### src/fec_defs.vh
// constants for the 4b/5b nibble-to-symbol codec
`ifndef FEC_DEFS_VH
`define FEC_DEFS_VH
`define FEC_SYM_IDLE  5'h1F
`define FEC_SYM_J     5'h18
`define FEC_SYM_K     5'h11
`define FEC_SYM_T     5'h0D
`define FEC_SYM_R     5'h07
`define FEC_SYM_H     5'h04
`define FEC_NIB_SSD   4'h5
`define FEC_NIB_BADSSD 4'hE
`define FEC_NIB_ZERO  4'h0
`define FEC_CLK_MHZ   100
`endif

### src/fec_decode.v
// registered 5b-to-4b lookup for one received code-group
`timescale 1ns/1ns
`default_nettype none
`include "fec_defs.vh"
module fec_decode (
  // clock and reset
  input  wire       sys_clk,
  input  wire       sys_rst,
  // code-group in
  input  wire [4:0] symIn,
  // decoded nibble out
  output reg  [3:0] nibOut,
  output reg        isData
);
  reg [3:0] nibNext;
  reg       dataNext;

  // inverse data mapping, anything else is not data
  always @* begin
    dataNext = 1'b1;
    case (symIn)
      5'h1E: nibNext = 4'h0;
      5'h09: nibNext = 4'h1;
      5'h14: nibNext = 4'h2;
      5'h15: nibNext = 4'h3;
      5'h0A: nibNext = 4'h4;
      5'h0B: nibNext = 4'h5;
      5'h0E: nibNext = 4'h6;
      5'h0F: nibNext = 4'h7;
      5'h12: nibNext = 4'h8;
      5'h13: nibNext = 4'h9;
      5'h16: nibNext = 4'hA;
      5'h17: nibNext = 4'hB;
      5'h1A: nibNext = 4'hC;
      5'h1B: nibNext = 4'hD;
      5'h1C: nibNext = 4'hE;
      5'h1D: nibNext = 4'hF;
      default: begin
        nibNext  = `FEC_NIB_ZERO;
        dataNext = 1'b0;
      end
    endcase
  end

  // output register
  always @(posedge sys_clk) begin
    if (sys_rst) begin
      nibOut <= `FEC_NIB_ZERO;
      isData <= 1'b0;
    end else begin
      nibOut <= nibNext;
      isData <= dataNext;
    end
  end
endmodule // fec_decode
`default_nettype wire

### src/fec_codec.v
// 4b/5b transmit encoder and 5b/4b receive decoder for the 100M path
// Function
// - every transmitted nibble becomes one 5-bit symbol toward the scrambler
// - data nibbles 0..F map to sixteen fixed symbols; receive inverts
// - idle 11111 sent after T/R until tx enable rises; rx treats as idle
// - rising tx enable sends J then K; rx decodes J,K as 0101
// - tx error from MAC sends H symbol instead of data
// - invalid symbols never sent while encoding; received during valid raises error
// - bypass clear: nibble passes straight, fifth bit equals tx error
// - bad start pair raises error, drives 1110, valid stays low
// - valid rises on good start pair; drops on T or first idle, crs one cycle later on R or second idle
`timescale 1ns/1ns
`default_nettype none
`include "fec_defs.vh"
module fec_codec (
  // clock and reset
  input  wire       sys_clk,
  input  wire       sys_rst,
  // configuration (encoder enable bit; low bypasses)
  input  wire       encEnable,
  // transmit side from the MAC
  input  wire [3:0] txData,
  input  wire       txEn,
  input  wire       txEr,
  // transmit symbols toward scrambler
  output reg  [4:0] txSym,
  // receive symbols from descrambler
  input  wire [4:0] rxSym,
  // receive side toward the MAC
  output reg  [3:0] rxData,
  output reg        rxDv,
  output reg        rxEr,
  output reg        crs
);
  // transmit states
  localparam TX_IDLE = 3'd0;
  localparam TX_K    = 3'd1;
  localparam TX_DATA = 3'd2;
  localparam TX_R    = 3'd3;
  // receive states
  localparam RX_IDLE = 2'd0;
  localparam RX_K    = 2'd1;
  localparam RX_DATA = 2'd2;
  localparam RX_R    = 2'd3;

  reg [2:0] txState_reg;
  reg [2:0] txState_next;
  reg [4:0] txSym_next;
  reg [4:0] dataSym;

  // nibble to data symbol
  always @* begin
    case (txData)
      4'h0: dataSym = 5'h1E;
      4'h1: dataSym = 5'h09;
      4'h2: dataSym = 5'h14;
      4'h3: dataSym = 5'h15;
      4'h4: dataSym = 5'h0A;
      4'h5: dataSym = 5'h0B;
      4'h6: dataSym = 5'h0E;
      4'h7: dataSym = 5'h0F;
      4'h8: dataSym = 5'h12;
      4'h9: dataSym = 5'h13;
      4'hA: dataSym = 5'h16;
      4'hB: dataSym = 5'h17;
      4'hC: dataSym = 5'h1A;
      4'hD: dataSym = 5'h1B;
      4'hE: dataSym = 5'h1C;
      default: dataSym = 5'h1D;
    endcase
  end

  // transmit sequencer, only legal symbols are produced unless bypassed
  always @* begin
    txState_next = txState_reg;
    txSym_next   = `FEC_SYM_IDLE;
    case (txState_reg)
      TX_IDLE: begin
        if (txEn) begin
          txSym_next   = `FEC_SYM_J;
          txState_next = TX_K;
        end
      end
      TX_K: begin
        txSym_next   = `FEC_SYM_K;
        txState_next = TX_DATA;
      end
      TX_DATA: begin
        if (!txEn) begin
          txSym_next   = `FEC_SYM_T;
          txState_next = TX_R;
        end else if (txEr) begin
          txSym_next = `FEC_SYM_H;
        end else begin
          txSym_next = dataSym;
        end
      end
      TX_R: begin
        txSym_next   = `FEC_SYM_R;
        txState_next = TX_IDLE;
      end
      default: txState_next = TX_IDLE;
    endcase
    if (!encEnable) begin
      txSym_next   = {txEr, txData};
      txState_next = TX_IDLE;
    end
  end

  // transmit registers
  always @(posedge sys_clk) begin
    if (sys_rst) begin
      txState_reg <= TX_IDLE;
      txSym       <= `FEC_SYM_IDLE;
    end else begin
      txState_reg <= txState_next;
      txSym       <= txSym_next;
    end
  end

  // receive: register symbol alongside the registered lookup
  wire [3:0] decNib;
  wire       decData;
  reg  [4:0] symD_reg;

  fec_decode uDecode (
    .sys_clk (sys_clk),
    .sys_rst (sys_rst),
    .symIn   (rxSym),
    .nibOut  (decNib),
    .isData  (decData)
  );

  always @(posedge sys_clk) begin
    if (sys_rst)
      symD_reg <= `FEC_SYM_IDLE;
    else
      symD_reg <= rxSym;
  end

  reg [1:0] rxState_reg;
  reg [1:0] rxState_next;
  reg       idleSeen_reg;
  reg       idleSeen_next;
  reg [3:0] rxData_next;
  reg       rxDv_next;
  reg       rxEr_next;
  reg       crs_next;

  wire isIdle = (symD_reg == `FEC_SYM_IDLE);

  // receive sequencer
  always @* begin
    rxState_next  = rxState_reg;
    idleSeen_next = 1'b0;
    rxData_next   = `FEC_NIB_ZERO;
    rxDv_next     = 1'b0;
    rxEr_next     = 1'b0;
    crs_next      = crs;
    case (rxState_reg)
      RX_IDLE: begin
        crs_next = 1'b0;
        if (symD_reg == `FEC_SYM_J) begin
          rxState_next = RX_K;
          crs_next     = 1'b1;
          rxData_next  = `FEC_NIB_SSD;
        end else if (!isIdle) begin
          rxEr_next   = 1'b1;
          rxData_next = `FEC_NIB_BADSSD;
        end
      end
      RX_K: begin
        if (symD_reg == `FEC_SYM_K) begin
          rxState_next = RX_DATA;
          rxData_next  = `FEC_NIB_SSD;
          rxDv_next    = 1'b1;
        end else begin
          rxState_next = RX_IDLE;
          rxEr_next    = 1'b1;
          rxData_next  = `FEC_NIB_BADSSD;
          crs_next     = 1'b0;
        end
      end
      RX_DATA: begin
        rxDv_next = 1'b1;
        if (decData) begin
          rxData_next = decNib;
        end else if (symD_reg == `FEC_SYM_T) begin
          rxState_next = RX_R;
          rxDv_next    = 1'b0;
        end else if (isIdle && idleSeen_reg) begin
          rxState_next = RX_IDLE;
          rxDv_next    = 1'b0;
          crs_next     = 1'b0;
        end else if (isIdle) begin
          idleSeen_next = 1'b1;
          rxDv_next     = 1'b0;
        end else begin
          rxEr_next = 1'b1;
        end
      end
      RX_R: begin
        rxState_next = RX_IDLE;
        crs_next     = 1'b0;
        if (symD_reg != `FEC_SYM_R)
          rxEr_next = 1'b1;
      end
      default: rxState_next = RX_IDLE;
    endcase
  end

  // receive registers
  always @(posedge sys_clk) begin
    if (sys_rst) begin
      rxState_reg  <= RX_IDLE;
      idleSeen_reg <= 1'b0;
      rxData       <= `FEC_NIB_ZERO;
      rxDv         <= 1'b0;
      rxEr         <= 1'b0;
      crs          <= 1'b0;
    end else begin
      rxState_reg  <= rxState_next;
      idleSeen_reg <= idleSeen_next;
      rxData       <= rxData_next;
      rxDv         <= rxDv_next;
      rxEr         <= rxEr_next;
      crs          <= crs_next;
    end
  end
endmodule // fec_codec
`default_nettype wire

### config.mk
export PLATFORM = sky130hd
export DESIGN_NAME = fec_codec
export DESIGN_NICKNAME = d
export VERILOG_FILES = /design/src/fec_decode.v /design/src/fec_codec.v
export VERILOG_INCLUDE_DIRS = /design/src
export SDC_FILE = /design/constraint.sdc
export NUM_CORES = 1
export LEC_CHECK = 0
export ABC_AREA = 1
export BUFFER_PORTS_ARGS = -buffer_cell sky130_fd_sc_hd__buf_2
export CORE_ASPECT_RATIO = 1.5
export CORE_UTILIZATION = 26
export CTS_CLUSTER_SIZE = 40
export DETAILED_ROUTE_END_ITERATION = 12
export MAX_ROUTING_LAYER = met4
export SLEW_MARGIN = 25
export SYNTH_ARGS = -nofsm -noshare
export SYNTH_HDL_FRONTEND = slang
export SYNTH_SLANG_ARGS = --single-unit
### constraint.sdc
create_clock -name sys_clk -period 1.8 [get_ports sys_clk]
set_input_delay 0.27 -clock sys_clk [delete_from_list [all_inputs] [get_ports sys_clk]]
set_output_delay 0.27 -clock sys_clk [all_outputs]
set_load 0.05 [all_outputs]
# Yosys cells after proc, flatten, opt, wreduce, memory -nomap -nowiden
# Memories as Yosys holds them, arrays and structs flattened.
# Index checks and enable logic that the tools add are counted.
[totals]
reg_bits = 28
rom_bits = 80
out_inout_bits = 12
word_cells = 97
memories = 1
[op_classes]
n_eq_ne = 35
muxes = 39
n_bitwise = 2
reduce_logical = 9
[memory_table]
columns = ["name", "words", "word_bits", "rd", "rd_clocked_by_memory_dff", "write_ports", "line_no", "text"]
rows = [
  ["(name not given)", 16, 5, 1, 0, 0, "fec_codec.v:53", "case (txData)"],
]
[op_table]
columns = ["op", "n"]
rows = [
  ["$eq 5x5->1 const B", 14],
  ["$pmux 4 s15", 1],
  ["$eq 5x4->1 const B", 6],
  ["$pmux 5 s4", 1],
  ["$mux 1", 16],
  ["$mux 4", 4],
  ["$reduce_or 16->1", 1],
  ["$mux 5", 3],
  ["$ne 2x2->1 const B", 7],
  ["$pmux 4 s3", 1],
  ["$mux 2", 5],
  ["$mux 3", 3],
  ["$pmux 3 s3", 1],
  ["$pmux 1 s4", 2],
  ["$pmux 2 s4", 1],
  ["$eq 3x2->1 const B", 2],
  ["$ne 5x3->1 const B", 1],
  ["$reduce_or 5->1", 1],
  ["$eq 2x2->1 const B", 2],
  ["$reduce_and 4->1", 1],
  ["$eq 3x1->1 const B", 1],
  ["$logic_not 3->1", 1],
  ["$ne 3x3->1 const B", 1],
  ["$reduce_and 3->1", 1],
  ["other kinds (7)", 8],
]

# Longest topological paths before layout
[logic_depth]
word_depth = 6
ltp_mapped = 9
ltp_nobuf = 9

# Hierarchy
# Synthesis repeated with hierarchy kept, for this count alone.
[hier_totals]
cells_unflattened = 223
area_unflattened_um2 = 1514.0
[modules_own_cells]
columns = ["module", "instances", "cells_each", "area_per_inst_um2", "seq_area_each_um2"]
rows = [
  ["fec_codec", 1, 169, 1207.4, 440.4],
  ["fec_decode", 1, 54, 306.5, 100.1],
]

# Least setup slack after synthesis
# OpenSTA, ideal clock, no wires.
[synth_path]
kind = "register to register"
startpoint = "register rxState_reg[0]"
endpoint = "register rxData[2]"
setup_ps = 122
arrival_time_ps = 1242
path_slack_ps = 437
path_stages_with_launch = 7
synth_period_minus_slack_ps = 1363
path_cell_list = "dfxtp_1 > inv_1 > ha_1 > nand2_1 > inv_1 > a221oi_1 > nor2_1"
[synth_between]
elab_chain_cells = 2
elab_cells_between_ends = 4
cone_classes = "2 x eq/ne; 1 x mux; 1 x reduce/logical"
[synth_lines]
columns = ["element", "line_no", "text"]
rows = [
  ["from (decl)", "fec_codec.v:141", "reg [1:0] rxState_reg;"],
  ["from (signal assigned)", "fec_codec.v:222", "rxState_reg <= rxState_next;"],
  ["$eq 2x2->1, or another cell as far along", "fec_codec.v:160", "case (rxState_reg)"],
  ["$pmux 4 s3 *", "fec_codec.v:160", ""],
  ["to (signal assigned)", "fec_codec.v:217", "rxData <= `FEC_NIB_ZERO;"],
  ["to (signal assigned)", "fec_codec.v:224", "rxData <= rxData_next;"],
  ["to (decl)", "fec_codec.v:30", "output reg [3:0] rxData,"],
]
# Every way passes the cells marked *; elsewhere a longest branch is shown, timed or not.
# A chain may end at the register's enable or synchronous reset.

# Worst setup path after layout
# Ends and elaborated chain as after synthesis.

==> flow_summary.toml <==
[run_status]
status = "finished clean"

[routing]
antenna_left = 0
vias = 1397
drc = 0
firstDrtPassIters = 6
wl_per_cell_um = 10.6
routed_wl_mm = 3.32
drt_iter0_markers = 26
viasPerCell = 4.43

[synthesis]
synth_compound_area_frac = 0.124
synth-seq-area-share = 0.359
synth_cell_types = 29
syn_area_per_cell_um2 = 6.90
ys_ff_latch = 27
yosys.area_share.xor_xnor = 0
synth_top_family_by_area = "simple AND/OR/NAND/NOR gates"
yosys.area_share.simple = 0.333
netlist_instances = 218
synth_fa_ha_area_frac = 0.0831
syn_area_um2 = 1510
syn_nets = 242
yosys_warnings = 0
synthMuxAreaShare = 0

[die]
die-width_um = 64.1
pin_count = 26
dieArea_um2 = 6100
coreArea_um2 = 5530
rows = 33
dieHeight_um = 95.2
initial_core_util = 0.272

[placed_design]
post-place-ws_ns = 0.301
dp_cells = 311
gp_congestion = 0.892
port_buffers = 25
dp_hpwl_mm = 2.73

[sta]
tns_ns = 0
setup_viol = 0
tightest_slew_ns = 0.326
fin_crit_sh = 0.847
drv_slew = 0
fin_skew_ns = 0.000846
hold_viol = 0
whs_ns = 0.236
max-slew-margin-rel = 0.782
fin_ws_ns = 0.276
fmax_ghz = 0.656
rsz0062_at_grt = "no"
min_period_ns = 1.52

[pwr]
switching_share = 0.397
powerDensity_nw_per_um2 = 984
p_int_uw = 1040
switching_power_uw = 684
ir_worst_vdd_mv = 0.318
pwr-share-comb = 0.399
pwr-share-clk = 0.192
seqPwrFrac = 0.409
p_leak_uw = 0.000904

[min_path]
hold_class = "in2reg"

[clocking]
clk-insertion-delay-late_ns = 0.26
clk_pin_slew_ns = 0.09
cts-root-buf = "clkbuf_8"
cts_buffers = 3
ctsHoldBuffers = 0
cts_buffer_depth = 2
cts_tree = "done"
cts_max_level = 1
cts_resized = 0
clkSinkCount = 27
post_cts_buffers = 0

[global_routing]
grt_remaining_overflow = 0
antenna_found_initial = 0
grt_start_max_net_pins = 16
grt_pass1_wl_mm = 5.57
grt_pass1_vias = 1343
grt_util_all_layers = 0.121

[layout]
areaGrowthSynthToFinish_pct = 16.5
final_cells = 315
utilization = 0.317
num-fill-cells = 631
final_nets = 270
diodes = 0
drive_above_1_share = 0.192

[worst_setup_path]
end_kind = "flip-flop"
crit_arrival_ns = 1.68
worstSetupStartpointType = "flip-flop"
worst_ep_required_time_ns = 1.96
worst-setup-path-type = "reg2reg"
critPathMaxFanout = 7

[run]
maxCapViolations = 0
-- power groups by stage --
stage / registers [uW] / logic [uW] / clock network (uW)
after global routing: 716 / 766 / 374
after global placement: 719 / 679 / 0
after detailed placement: 721 / 690 / 0
final: 705 / 688 / 331
after floorplan: 859 / 390 / 0
after CTS: 707 / 690 / 354
-- routing by layer --
metal	up-vias	GRT usage	part of all wire	routed length (um)
li1	746	-	-	-
met1	619	0.106	0.38	1270
met2	24	0.244	0.56	1860
met3	8	0.0120	0.023	77
met4	0	0.0759	0.034	113
met5	-	-	0	0
-- per-stage QoR --
step                      power, uW  cell area, um2
final                          1720            1750
after global routing           1860            1750
after CTS                      1750            1750
after detailed placement       1410            1710
after global placement         1400            1710
after floorplan                1250            1510
-- cell usage after synthesis, drive strengths merged --
cell | n | area (um2)
o21a | 1 | 7.51
nand2 | 49 | 189
nor4 | 1 | 6.26
clkbuf | 1 | 3.75
buf | 1 | 7.51
nor3 | 5 | 30.0
a31oi | 4 | 25.0
a221oi | 1 | 8.76
nand4 | 3 | 18.8
or2 | 2 | 12.5
o211ai | 1 | 7.51
nand3 | 15 | 100
a21boi | 1 | 7.51
dfxtp | 27 | 541
and3 | 1 | 6.26
clkinv | 1 | 3.75
nor2 | 32 | 138
o21ai | 12 | 60.1
a21oi | 14 | 70.1
inv | 36 | 138
ha | 10 | 125
-- path summary, 6_finish.rpt --
path | start | to | slack [ns] | depth (start not counted)
setup / recovery | rxState_reg[0]$_SDFFE_PP0P_ | rxData[2]$_SDFF_PP0_ | 0.28 | 6
hold / removal | rxSym[3] | symD_reg[3]$_SDFF_PP1_ | 0.24 | 3
setup reg to reg | rxState_reg[0]$_SDFFE_PP0P_ | rxData[2]$_SDFF_PP0_ | 0.28 | 6
hold reg to reg | crs$_SDFFE_PP0P_ | crs$_SDFFE_PP0P_ | 0.50 | 2
-- critical path, cell delays in order (launching register included) --
cell and delay [ns]:
dfxtp_1 0.38, inv_1 0.09, ha_1 0.29, nand2_1 0.16
inv_1 0.10, a221oi_1 0.32, nor2_1 0.06
-- area by class of cell --
type,count,area [um2],share of cell area
Multi-Input combinational cell,152,812,0.463
Sequential cell,27,541,0.308
Inverter,37,141,0.0807
Clock inverter,1,5.00,0.00286
Tap cell,70,87.6,0.0500
Timing Repair Buffer,25,125,0.0714
Clock buffer,3,41.3,0.0236
-- layout by cell type (no fill, tap or decap), types with 4 or more instances in the layout --
| master | n |
|---|---|
| dfxtp_1 | 27 |
| nor2_2 | 4 |
| nand2_1 | 47 |
| nand3_2 | 5 |
| buf_2 | 25 |
| ha_1 | 10 |
| o21ai_0 | 9 |
| nand3_1 | 10 |
| nor2_1 | 27 |
| nor3_1 | 4 |
| a31oi_1 | 4 |
| inv_1 | 33 |
| a21oi_1 | 14 |
-- cell families after synthesis --
logic type | Yosys count
AOI/OAI and AO/OA | 34
adders and majority gates | 10
DFF | 27
buffers and inverters | 39
and+or+nand+nor | 108
No activity file was read; power rests on OpenSTA's default activity.
